**config.mk**
```make
export PLATFORM = sky130hd
export DESIGN_NAME = dscg_top
export DESIGN_NICKNAME = d
export VERILOG_FILES = /design/src/hw/dscg_pkg.sv /design/src/hw/dscg_aux_clock.sv /design/src/hw/dscg_top.sv
export SDC_FILE = /design/constraint.sdc
export NUM_CORES = 1
export LEC_CHECK = 0
export ABC_AREA = 1
export BUFFER_PORTS_ARGS = -buffer_cell sky130_fd_sc_hd__buf_4
export CORE_UTILIZATION = 25
export DETAILED_ROUTE_END_ITERATION = 7
export GPL_TIMING_DRIVEN = 0
export HOLD_SLACK_MARGIN = 0.02
export PLACE_DENSITY = 0.48
export SYNTH_ARGS = -nofsm -noshare
export SYNTH_HDL_FRONTEND = slang
export SYNTH_SLANG_ARGS = --single-unit
```
**constraint.sdc**
```tcl
create_clock -name clock -period 10.44 [get_ports clock]
set_input_delay 0.522 -clock clock [delete_from_list [all_inputs] [get_ports clock]]
set_output_delay 0.522 -clock clock [all_outputs]
set_load 0.01 [all_outputs]
```
**src/hw/dscg_pkg.sv**
```systemverilog
// Constants and carrier types shared by the system clock generation block.
package dscg_pkg;
   // Host serial bus framing.
   localparam int ADDR_W = 8;
   localparam int DATA_W = 16;
   localparam int FRAME_BITS = ADDR_W + DATA_W;
   // Register addresses on the host serial bus.
   localparam logic [7:0] ADDR_GEN_RESET = 8'h01;
   localparam logic [7:0] ADDR_AUX_A_PLL = 8'hAB;
   localparam logic [7:0] ADDR_AUX_A_REF = 8'hAC;
   localparam logic [7:0] ADDR_AUX_B_PLL = 8'hAD;
   localparam logic [7:0] ADDR_AUX_B_REF = 8'hAE;
   // Field layout of the divider word.
   localparam int PLL_NDIV_LSB = 0;
   localparam int PLL_NDIV_W = 11;
   localparam int PLL_ODIV_LSB = 11;
   localparam int PLL_ODIV_W = 5;
   // Field layout of the reference word.
   localparam int REF_RDIV_LSB = 0;
   localparam int REF_RDIV_W = 12;
   localparam int REF_SEL_BIT = 14;
   localparam int REF_EN_BIT = 15;
   localparam logic [15:0] AUX_PLL_RESET = 16'h0000;
   localparam logic [15:0] AUX_REF_RESET = 16'h0000;
   // Oscillator limits and default source, in kHz.
   localparam int CLOCK_KHZ = 100000;
   localparam int XTAL_MAX_KHZ = 12288;
   localparam int EXT_MAX_KHZ = 24576;
   localparam int OSC_DFLT_KHZ = 19200;
   localparam int MAIN_KHZ = 24576;
   // Default dividers suited to the default oscillator.
   localparam logic [7:0] MAIN_MUL_DFLT = 8'h20;
   localparam logic [7:0] MAIN_DIV_DFLT = 8'h19;
   localparam logic [7:0] CONV_DIV_DFLT = 8'h03;
   localparam int TIMER_LATENCY_US = 250;
   localparam int TIMER_DIV_DFLT = TIMER_LATENCY_US * OSC_DFLT_KHZ / 1000;
   localparam int PEND_W = 16;

   typedef struct packed {
      logic [7:0] mainMul;
      logic [7:0] mainDiv;
      logic [7:0] convDiv;
      logic [15:0] timerDiv;
   } dscg_clk_param_t;

   typedef struct packed {
      logic en;
      logic refSel;
      logic [REF_RDIV_W-1:0] refDiv;
      logic [PLL_NDIV_W-1:0] nDiv;
      logic [PLL_ODIV_W-1:0] oDiv;
   } dscg_aux_cfg_t;
endpackage

```
**src/hw/dscg_aux_clock.sv**
```systemverilog
// One auxiliary system clock generator: reference divider, rate loop, output divider.
`timescale 1ns/100ps
`default_nettype none
module dscg_aux_clock
(
   input wire logic clock,
   input wire logic arst_n,
   input wire logic ce,
   input wire logic oscTick,
   input wire logic mainTick,
   input wire dscg_pkg::dscg_aux_cfg_t cfg,
   output logic clkOut
);
   logic [dscg_pkg::REF_RDIV_W-1:0] refCnt_reg, refCnt_next;
   logic [dscg_pkg::PEND_W-1:0] pend_reg, pend_next;
   logic [dscg_pkg::PLL_ODIV_W-1:0] outCnt_reg, outCnt_next;
   logic clkOut_reg, clkOut_next;
   logic refTick, compTick, vcoTick;
   logic [dscg_pkg::REF_RDIV_W-1:0] refLast;
   logic [dscg_pkg::PLL_ODIV_W-1:0] oEff;
   logic [dscg_pkg::PEND_W:0] pendSum;

   ////////////////////////////////////////////////////////////////////////////
   always_comb
   begin
      refTick = cfg.refSel ? mainTick : oscTick;
      refLast = (cfg.refDiv == '0) ? '0 : cfg.refDiv - 1'b1;
      oEff = (cfg.oDiv < 5'h02) ? 5'h02 : cfg.oDiv;
      compTick = 1'b0;
      refCnt_next = refCnt_reg;
      pend_next = pend_reg;
      outCnt_next = outCnt_reg;
      vcoTick = cfg.en && (pend_reg != '0);
      pendSum = {1'b0, pend_reg};
      if (!cfg.en)
      begin
         refCnt_next = '0;
         pend_next = '0;
         outCnt_next = '0;
      end
      else
      begin
         if (refTick)
         begin
            if (refCnt_reg >= refLast)
            begin
               refCnt_next = '0;
               compTick = 1'b1;
            end
            else
               refCnt_next = refCnt_reg + 1'b1;
         end
         // Each comparison edge owes N output-rate edges; they are paid
         // out one per cycle, so the average rate is ref / R * N.
         pendSum = {1'b0, pend_reg} - {16'h0000, vcoTick};
         if (compTick)
            pendSum = pendSum + {6'h00, cfg.nDiv};
         // Saturation drops edges rather than wrapping when N is too large.
         pend_next = pendSum[dscg_pkg::PEND_W] ? '1 :
                     pendSum[dscg_pkg::PEND_W-1:0];
         if (vcoTick)
            outCnt_next = (outCnt_reg >= oEff - 1'b1) ? '0 :
                          outCnt_reg + 1'b1;
      end
      clkOut_next = cfg.en && (outCnt_next >= (oEff >> 1));
   end

   always_ff @(posedge clock or negedge arst_n)
   begin
      if (!arst_n)
      begin
         refCnt_reg <= '0;
         pend_reg <= '0;
         outCnt_reg <= '0;
         clkOut_reg <= 1'b0;
      end
      else if (ce)
      begin
         refCnt_reg <= refCnt_next;
         pend_reg <= pend_next;
         outCnt_reg <= outCnt_next;
         clkOut_reg <= clkOut_next;
      end
   end

   assign clkOut = clkOut_reg;

   ////////////////////////////////////////////////////////////////////////////
   property p_auxOffWhenSaved;
      @(posedge clock) disable iff (!arst_n || !ce)
      !cfg.en |=> !clkOut_reg;
   endproperty
   a_auxOffWhenSaved: assert property (p_auxOffWhenSaved)
      else $error("aux clock runs while powersaved");

   property p_edgeOnlyOnVco;
      @(posedge clock) disable iff (!arst_n || !ce)
      ##1 $changed(clkOut_reg) |-> $past(vcoTick) || !$past(cfg.en)
         || $past(cfg.en, 2) != $past(cfg.en)
         || $past(cfg.oDiv, 2) != $past(cfg.oDiv);
   endproperty
   a_edgeOnlyOnVco: assert property (p_edgeOnlyOnVco)
      else $error("aux clock edge without a loop edge");
endmodule
`default_nettype wire

```
**src/hw/dscg_top.sv**
```systemverilog
// System clock generation: main clock, derived ticks, two auxiliary clocks.
`timescale 1ns/100ps
`default_nettype none
module dscg_top
#(
   parameter int TIMER_DIV = dscg_pkg::TIMER_DIV_DFLT
)
(
   input wire logic clock,
   input wire logic arst_n,
   input wire logic ce,
   input wire logic oscIn,
   input wire logic busSelect_n,
   input wire logic busClock,
   input wire logic busData,
   input wire logic idleMode,
   input wire logic clkParamLoad,
   input wire dscg_pkg::dscg_clk_param_t clkParamIn,
   output logic mainClockTick,
   output logic convClockTick,
   output logic timerTick,
   output logic auxClockOutA,
   output logic auxClockOutB
);
   typedef enum logic [1:0] {
      DSCG_IDLE = 2'b00,
      DSCG_ADDR = 2'b01,
      DSCG_DATA = 2'b11,
      DSCG_SKIP = 2'b10
   } dscg_state_t;

   // The sampling clock must see every level of the fastest oscillator.
   initial
   begin
      if (dscg_pkg::EXT_MAX_KHZ * 4 > dscg_pkg::CLOCK_KHZ)
         $error("oscillator too fast for the sampling clock");
      if (TIMER_DIV < 2 || TIMER_DIV > 65535)
         $error("TIMER_DIV out of range");
   end

   ////////////////////////////////////////////////////////////////////////////
   // Pin synchronisers: oscillator, select, serial clock, serial data.
   logic [3:0] pinMeta_reg, pinSync_reg;
   logic oscPrev_reg, busClkPrev_reg;
   logic oscTick, busRise, selected;

   always_ff @(posedge clock or negedge arst_n)
   begin
      if (!arst_n)
      begin
         pinMeta_reg <= 4'h2;
         pinSync_reg <= 4'h2;
         oscPrev_reg <= 1'b0;
         busClkPrev_reg <= 1'b0;
      end
      else if (ce)
      begin
         pinMeta_reg <= {busData, busClock, busSelect_n, oscIn};
         pinSync_reg <= pinMeta_reg;
         oscPrev_reg <= pinSync_reg[0];
         busClkPrev_reg <= pinSync_reg[2];
      end
   end

   always_comb
   begin
      oscTick = pinSync_reg[0] && !oscPrev_reg;
      busRise = pinSync_reg[2] && !busClkPrev_reg;
      selected = !pinSync_reg[1];
   end

   ////////////////////////////////////////////////////////////////////////////
   // Clock parameters, main clock loop and derived dividers.
   dscg_pkg::dscg_clk_param_t param_reg, param_next;
   logic [11:0] mainAcc_reg, mainAcc_next;
   logic [7:0] convCnt_reg, convCnt_next;
   logic [15:0] timerCnt_reg, timerCnt_next;
   logic mainTick_reg, mainTick_next, conv_reg, conv_next;
   logic timer_reg, timer_next;
   logic [11:0] accSum;

   always_comb
   begin
      param_next = clkParamLoad ? clkParamIn : param_reg;
      accSum = mainAcc_reg + (oscTick ? {4'h0, param_reg.mainMul} : 12'h000);
      mainTick_next = accSum >= {4'h0, param_reg.mainDiv};
      mainAcc_next = mainTick_next ? accSum - {4'h0, param_reg.mainDiv} :
                     accSum;
      conv_next = 1'b0;
      convCnt_next = convCnt_reg;
      if (mainTick_reg)
      begin
         conv_next = convCnt_reg + 1'b1 >= param_reg.convDiv;
         convCnt_next = conv_next ? 8'h00 : convCnt_reg + 1'b1;
      end
      timer_next = 1'b0;
      timerCnt_next = timerCnt_reg;
      if (oscTick)
      begin
         timer_next = timerCnt_reg + 1'b1 >= param_reg.timerDiv;
         timerCnt_next = timer_next ? 16'h0000 : timerCnt_reg + 1'b1;
      end
   end

   always_ff @(posedge clock or negedge arst_n)
   begin
      if (!arst_n)
      begin
         param_reg <= {dscg_pkg::MAIN_MUL_DFLT, dscg_pkg::MAIN_DIV_DFLT,
                       dscg_pkg::CONV_DIV_DFLT, 16'(TIMER_DIV)};
         mainAcc_reg <= '0;
         convCnt_reg <= '0;
         timerCnt_reg <= '0;
         mainTick_reg <= 1'b0;
         conv_reg <= 1'b0;
         timer_reg <= 1'b0;
      end
      else if (ce)
      begin
         param_reg <= param_next;
         mainAcc_reg <= mainAcc_next;
         convCnt_reg <= convCnt_next;
         timerCnt_reg <= timerCnt_next;
         mainTick_reg <= mainTick_next;
         conv_reg <= conv_next;
         timer_reg <= timer_next;
      end
   end

   ////////////////////////////////////////////////////////////////////////////
   // Host serial bus: 8 address bits then 16 data bits, MSB first.
   dscg_state_t state_reg, state_next;
   logic [4:0] bitCnt_reg, bitCnt_next;
   logic [23:0] shift_reg, shift_next;
   logic pendValid_reg, pendValid_next;
   logic [23:0] pend_reg, pend_next;
   logic [15:0] pllA_reg, pllA_next, refA_reg, refA_next;
   logic [15:0] pllB_reg, pllB_next, refB_reg, refB_next;
   logic apply, isAux;

   always_comb
   begin
      state_next = state_reg;
      bitCnt_next = bitCnt_reg;
      shift_next = shift_reg;
      pend_next = pend_reg;
      pendValid_next = pendValid_reg;
      isAux = shift_next[7:0] inside {dscg_pkg::ADDR_AUX_A_PLL,
         dscg_pkg::ADDR_AUX_A_REF, dscg_pkg::ADDR_AUX_B_PLL,
         dscg_pkg::ADDR_AUX_B_REF};
      // Writes wait for a timer tick in idle, which is the bus latency.
      apply = pendValid_reg && (!idleMode || timer_reg);
      if (apply)
         pendValid_next = 1'b0;
      if (!selected)
      begin
         state_next = DSCG_IDLE;
         bitCnt_next = '0;
      end
      else if (busRise)
      begin
         shift_next = {shift_reg[22:0], pinSync_reg[3]};
         bitCnt_next = bitCnt_reg + 1'b1;
         isAux = shift_next[7:0] inside {dscg_pkg::ADDR_AUX_A_PLL,
            dscg_pkg::ADDR_AUX_A_REF, dscg_pkg::ADDR_AUX_B_PLL,
            dscg_pkg::ADDR_AUX_B_REF};
         unique case (state_reg)
            DSCG_IDLE, DSCG_ADDR:
            begin
               state_next = DSCG_ADDR;
               if (bitCnt_next == 5'(dscg_pkg::ADDR_W))
               begin
                  // Non-aux addresses are skipped; of those, only ADDR_GEN_RESET is decoded, from its address alone.
                  state_next = isAux ? DSCG_DATA : DSCG_SKIP;
                  if (shift_next[7:0] == dscg_pkg::ADDR_GEN_RESET)
                  begin
                     pend_next = {shift_next[7:0], 16'h0000};
                     pendValid_next = 1'b1;
                  end
               end
            end
            DSCG_DATA:
            begin
               if (bitCnt_next == 5'(dscg_pkg::FRAME_BITS))
               begin
                  pend_next = shift_next;
                  pendValid_next = 1'b1;
                  state_next = DSCG_SKIP;
               end
            end
            DSCG_SKIP:
               bitCnt_next = bitCnt_reg;
         endcase
      end
      pllA_next = pllA_reg;
      refA_next = refA_reg;
      pllB_next = pllB_reg;
      refB_next = refB_reg;
      if (apply)
      begin
         unique case (pend_reg[23:16])
            dscg_pkg::ADDR_AUX_A_PLL: pllA_next = pend_reg[15:0];
            dscg_pkg::ADDR_AUX_B_PLL: pllB_next = pend_reg[15:0];
            dscg_pkg::ADDR_AUX_A_REF: refA_next = pend_reg[15:0];
            dscg_pkg::ADDR_AUX_B_REF: refB_next = pend_reg[15:0];
            default:
            begin
               pllA_next = dscg_pkg::AUX_PLL_RESET;
               pllB_next = dscg_pkg::AUX_PLL_RESET;
               refA_next = dscg_pkg::AUX_REF_RESET;
               refB_next = dscg_pkg::AUX_REF_RESET;
            end
         endcase
      end
   end

   always_ff @(posedge clock or negedge arst_n)
   begin
      if (!arst_n)
      begin
         state_reg <= DSCG_IDLE;
         bitCnt_reg <= '0;
         shift_reg <= '0;
         pend_reg <= '0;
         pendValid_reg <= 1'b0;
         pllA_reg <= dscg_pkg::AUX_PLL_RESET;
         refA_reg <= dscg_pkg::AUX_REF_RESET;
         pllB_reg <= dscg_pkg::AUX_PLL_RESET;
         refB_reg <= dscg_pkg::AUX_REF_RESET;
      end
      else if (ce)
      begin
         state_reg <= state_next;
         bitCnt_reg <= bitCnt_next;
         shift_reg <= shift_next;
         pend_reg <= pend_next;
         pendValid_reg <= pendValid_next;
         pllA_reg <= pllA_next;
         refA_reg <= refA_next;
         pllB_reg <= pllB_next;
         refB_reg <= refB_next;
      end
   end

   ////////////////////////////////////////////////////////////////////////////
   // Two independent auxiliary generators.
   dscg_pkg::dscg_aux_cfg_t cfgA, cfgB;

   always_comb
   begin
      cfgA = {refA_reg[dscg_pkg::REF_EN_BIT], refA_reg[dscg_pkg::REF_SEL_BIT],
              refA_reg[11:0], pllA_reg[10:0], pllA_reg[15:11]};
      cfgB = {refB_reg[dscg_pkg::REF_EN_BIT], refB_reg[dscg_pkg::REF_SEL_BIT],
              refB_reg[11:0], pllB_reg[10:0], pllB_reg[15:11]};
   end

   dscg_aux_clock u_auxA
   (
      .clock(clock),
      .arst_n(arst_n),
      .ce(ce),
      .oscTick(oscTick),
      .mainTick(mainTick_reg),
      .cfg(cfgA),
      .clkOut(auxClockOutA)
   );

   dscg_aux_clock u_auxB
   (
      .clock(clock),
      .arst_n(arst_n),
      .ce(ce),
      .oscTick(oscTick),
      .mainTick(mainTick_reg),
      .cfg(cfgB),
      .clkOut(auxClockOutB)
   );

   assign mainClockTick = mainTick_reg;
   assign convClockTick = conv_reg;
   assign timerTick = timer_reg;

   ////////////////////////////////////////////////////////////////////////////
   property p_idleHold;
      @(posedge clock) disable iff (!arst_n || !ce)
      pendValid_reg && idleMode && !timer_reg |=> pendValid_reg;
   endproperty
   a_idleHold: assert property (p_idleHold)
      else $error("idle write applied before timer tick");

   property p_activeApply;
      @(posedge clock) disable iff (!arst_n || !ce)
      pendValid_reg && !idleMode |=> !pendValid_reg;
   endproperty
   a_activeApply: assert property (p_activeApply)
      else $error("active write not applied at once");

   property p_pllAWrite;
      @(posedge clock) disable iff (!arst_n || !ce)
      apply && pend_reg[23:16] == dscg_pkg::ADDR_AUX_A_PLL
         |=> pllA_reg == $past(pend_reg[15:0]) && refB_reg == $past(refB_reg);
   endproperty
   a_pllAWrite: assert property (p_pllAWrite)
      else $error("divider write A lost");

   property p_genReset;
      @(posedge clock) disable iff (!arst_n || !ce)
      apply && pend_reg[23:16] == dscg_pkg::ADDR_GEN_RESET
         |=> !refA_reg[dscg_pkg::REF_EN_BIT] && !refB_reg[dscg_pkg::REF_EN_BIT];
   endproperty
   a_genReset: assert property (p_genReset)
      else $error("bus reset left an aux clock enabled");

   property p_frameLength;
      @(posedge clock) disable iff (!arst_n || !ce)
      bitCnt_reg <= 5'(dscg_pkg::FRAME_BITS);
   endproperty
   a_frameLength: assert property (p_frameLength)
      else $error("serial frame overran");

   property p_timerSpacing;
      @(posedge clock) disable iff (!arst_n || !ce)
      timer_reg |=> !timer_reg [*3];
   endproperty
   a_timerSpacing: assert property (p_timerSpacing)
      else $error("timer ticks too close");
endmodule
`default_nettype wire

```
==> results.md <==
* Die W at 268.0 um
* Synth async-reset ratio at 100.0%
* Worst-Skew Late Latency at between 0.5 and 0.6 ns
* Vias per cell at 4.370
* I/O pin cnt at 54
* CTS max path bufs at 3
* Xor/xnor cell area share of the yosys netlist at 4.853%
* Worst reg2reg path depth at 21
* Slowest stage delay, CP at between 0.5 and 0.6 ns
* All-layer global routing usage at a little over an eighth
* Site row count at 97
* Slowest-stage cell, CP: nor2_1
* Max-cap violation count at 0
* Area of the die at 71810 um2
* RSZ-0062 raised after global routing: no
* Cells after synthesis at 2392
* Worst hold path class: primary input to flop
* Mux share of post-synthesis cell area at 0.2476%
* GP Congestion at 0.8098
* Mapped Area at approximately 18000 um2
* Crit end category: flop
* Power Density at 260.8 nW/um2
* Post-CTS setup buffers at 0
* Vias in the first global route at roughly 15000
* Synth Flop Type: dfrtp_1
* Post-route ant nets at 0
* Setup-failing EPs final at 0
* Power Total at 5.347 mW
* Port Buffers at between 50 and 60
* Num CTS Buffers at 35
* Worst-margin pin slew at 0.8440 ns
* Routed WL at 47370 um
* Startpoint types: flop
* Worst path required time at 10.85 ns
* Post-synth top area share at 36.79%
* Crit share post-route at 43.82%
* Slew headroom at a little over two fifths
* Skew final at 0.01342 ns
* Post-synth EDFFs at 0
* Synth Net Count at ~2600
* Final cell count without fillers at 3450
* Chip Height at ~270 um
* Outcome: finished clean
* DP Wirelength at 35990 um
* Via Count at 15078
* Most common cell after layout, fill and taps aside: nand2_1
* CTS Sinks at 272
* CP Depth at 21
* Leakage at 10.33 nW
* Main combinational cell family by area after synthesis: simple AND/OR/NAND/NOR gates
* Seq cells post-synth at roughly 270
* H-tree Lvls at 2
* Synth cell types at 53
* Final Hold Fails at 0
* Tmin final at ~4.6 ns
* Clock root buffer: clkbuf_16
* Post-synthesis adder-cell area fraction at 8.872%
* CTS tree: built
* Drt wl/cell at approximately 14 um
* Compound-Gate Fraction of Synth Area at 10.92%
* Worst VDD drop at 0.1079 mV
* FILL cells at 7727
* Hold Crit Depth at 3
* Setup CP Type: flop to flop
* Drt initial violations at 875
* Leading area contributor after synthesis: dfrtp_1
* Largest register FFs at 40
* DRC viols at 0
* Fmax at 218.6 MHz
* Sequential cell area fraction in the yosys report at 38.57%
* Kind of cell adding the most delay to the critical path: simple AND/OR/NAND/NOR gates
* Max Slew Vio Count at 0
* Area delta synth->final at 15.95%
* Global-route wire length before repair at 78780 um
* Most frequent cells in the layout: nand2_1 (655), inv_1 (311), dfrtp_1 (260), nor2_1 (200), nand3_1 (188)
* Detailed Routing Iterations Pass 1 at 5
* Critical Path Fanout Max at 9
* Total core area at 70030 um2
* Initial core utilization at 25.26%
* Final net count at 2657
* CP cell instances: nor2_1 > inv_1 > nor2_1 > ha_1 > fa_1 > nand2_1 > nand2_1 > nand2_1 > o21bai_1 > xor2_1 > ha_1 > nand2_1 > nor2_1 > a21oi_1 > o21ai_0 > nor2_1 > nand3_1 > nor2_2 > nor2_1 > nand2_1 > o21ai_0
* Simple-gate share of the synthesized area at 28.13%
* Layout cell share with drive strength beyond 1 at about 8.4%
* Yosys warnings at 0
* Area contributors post-synth: dfrtp_1 (37%), nand2_1 (14%), ha_1 (8.4%)
* Initial antenna violation count at 0
* Critical Path AT at ~5 ns
* WP buf/inv at 1
* Largest net degree at the start of global routing at 109
* Clk slew on worst S/H paths at ~0.06 ns
* Inst Count DP at 3387
* Total grt overflow at 0
* Synthesized area per cell at 7.394 um2
* Antenna diode count at 0
* Total Neg Setup Slack at 0 ns
-- per-stage QoR --
stage	setup WS (ns)	util (%)	instance area (um2)	hold WS (ns)
2_1_floorplan	7.031	-	17690	0.2264
3_3_place_gp	5.899	27.50	19260	0.4562
3_5_place_dp	5.924	27.59	19320	0.4582
4_1_cts	5.913	29.28	20510	0.1494
5_1_grt	5.353	29.28	20510	0.1766
6_report	5.866	29.28	20510	0.1811
-- final timing paths --
check                               start            endpoint  slack [ns]
setup / recovery              oscPrev_reg     mainAcc_reg[10]        5.87
hold / removal                      oscIn      pinMeta_reg[0]        0.18
setup reg to reg              oscPrev_reg     mainAcc_reg[10]        5.87
hold reg to reg            pinMeta_reg[0]      pinMeta_reg[0]        0.47
max in group asynchronous          arst_n       param_reg[11]        8.40
min in group asynchronous          arst_n  u_auxA.pend_reg[6]        0.56
-- power by group --
part / total (mW) / internal [mW] / leakage [nW] / switching, mW
clock network: 1.25 / 0.751 / 0.575 / 0.495
registers: 1.58 / 1.33 / 3.40 / 0.247
logic: 2.53 / 0.944 / 6.36 / 1.58
-- synthesized netlist by cell type (all sizes together) (4+ instances only) --
library cell  count
nand4            30
clkbuf           37
xnor2            16
o21ai           213
o21a              6
nor2            217
o31ai             8
inv             321
ha              119
a31oi             8
nand2           663
nand3           206
fa                4
a21oi           103
or2               5
dfstp            12
dfrtp           260
o21bai            6
nor3             22
buf              21
xor2             82
o22ai             4
a21boi            4
-- what timing repair did --
| item | CTS | global route |
|---|---|---|
| hold buffers | 1 | 0 |
| endpoints found under the hold margin | 75 | 0 |
| setup endpoints to repair | 0 | 0 |
| gates resized for setup | 0 | 0 |
-- worst register-to-register path, stage by stage (launching register included) --
cell      delay [ns]
dfrtp_1         0.39
nor2_1          0.57
inv_1           0.33
nor2_1          0.18
ha_1            0.24
fa_1            0.22
nand2_1         0.08
nand2_1         0.10
nand2_1         0.09
o21bai_1        0.16
xor2_1          0.26
ha_1            0.33
nand2_1         0.13
nor2_1          0.08
a21oi_1         0.13
o21ai_0         0.20
nor2_1          0.19
nand3_1         0.12
nor2_2          0.37
nor2_1          0.14
nand2_1         0.08
o21ai_0         0.07
-- cell type report --
class / count / area [um2] / share of cell area, %
sequential: 272 / 6822 / 33.27
multi-input combinational: 1738 / 9378 / 45.73
clock inverter: 14 / 168.9 / 0.8237
timing repair buffer: 56 / 470.5 / 2.294
clock buffer: 48 / 1005 / 4.900
tap: 940 / 1176 / 5.736
inverter: 324 / 1216 / 5.931
buffer: 58 / 270.3 / 1.318
-- logic make-up (layout without fill, tap and decap cells) --
kind of cell / Yosys count / in the layout
adders and majority gates: 123 / 123
muxes: 4 / 4
buffers and inverters: 382 / 500
and+or+nand+nor: 1151 / 1151
AOI/OAI and AO/OA: 362 / 362
DFF: 272 / 272
xor gates and xnor gates: 98 / 98
-- routing by layer --
metal | part of all wire [%] | track usage (%)
met1 | 50 | 19.12
met2 | 45 | 22.08
met3 | 2.8 | 1.750
met4 | 2.0 | 3.722
met5 | 0 | 0
No activity file was read; power rests on OpenSTA's default activity.
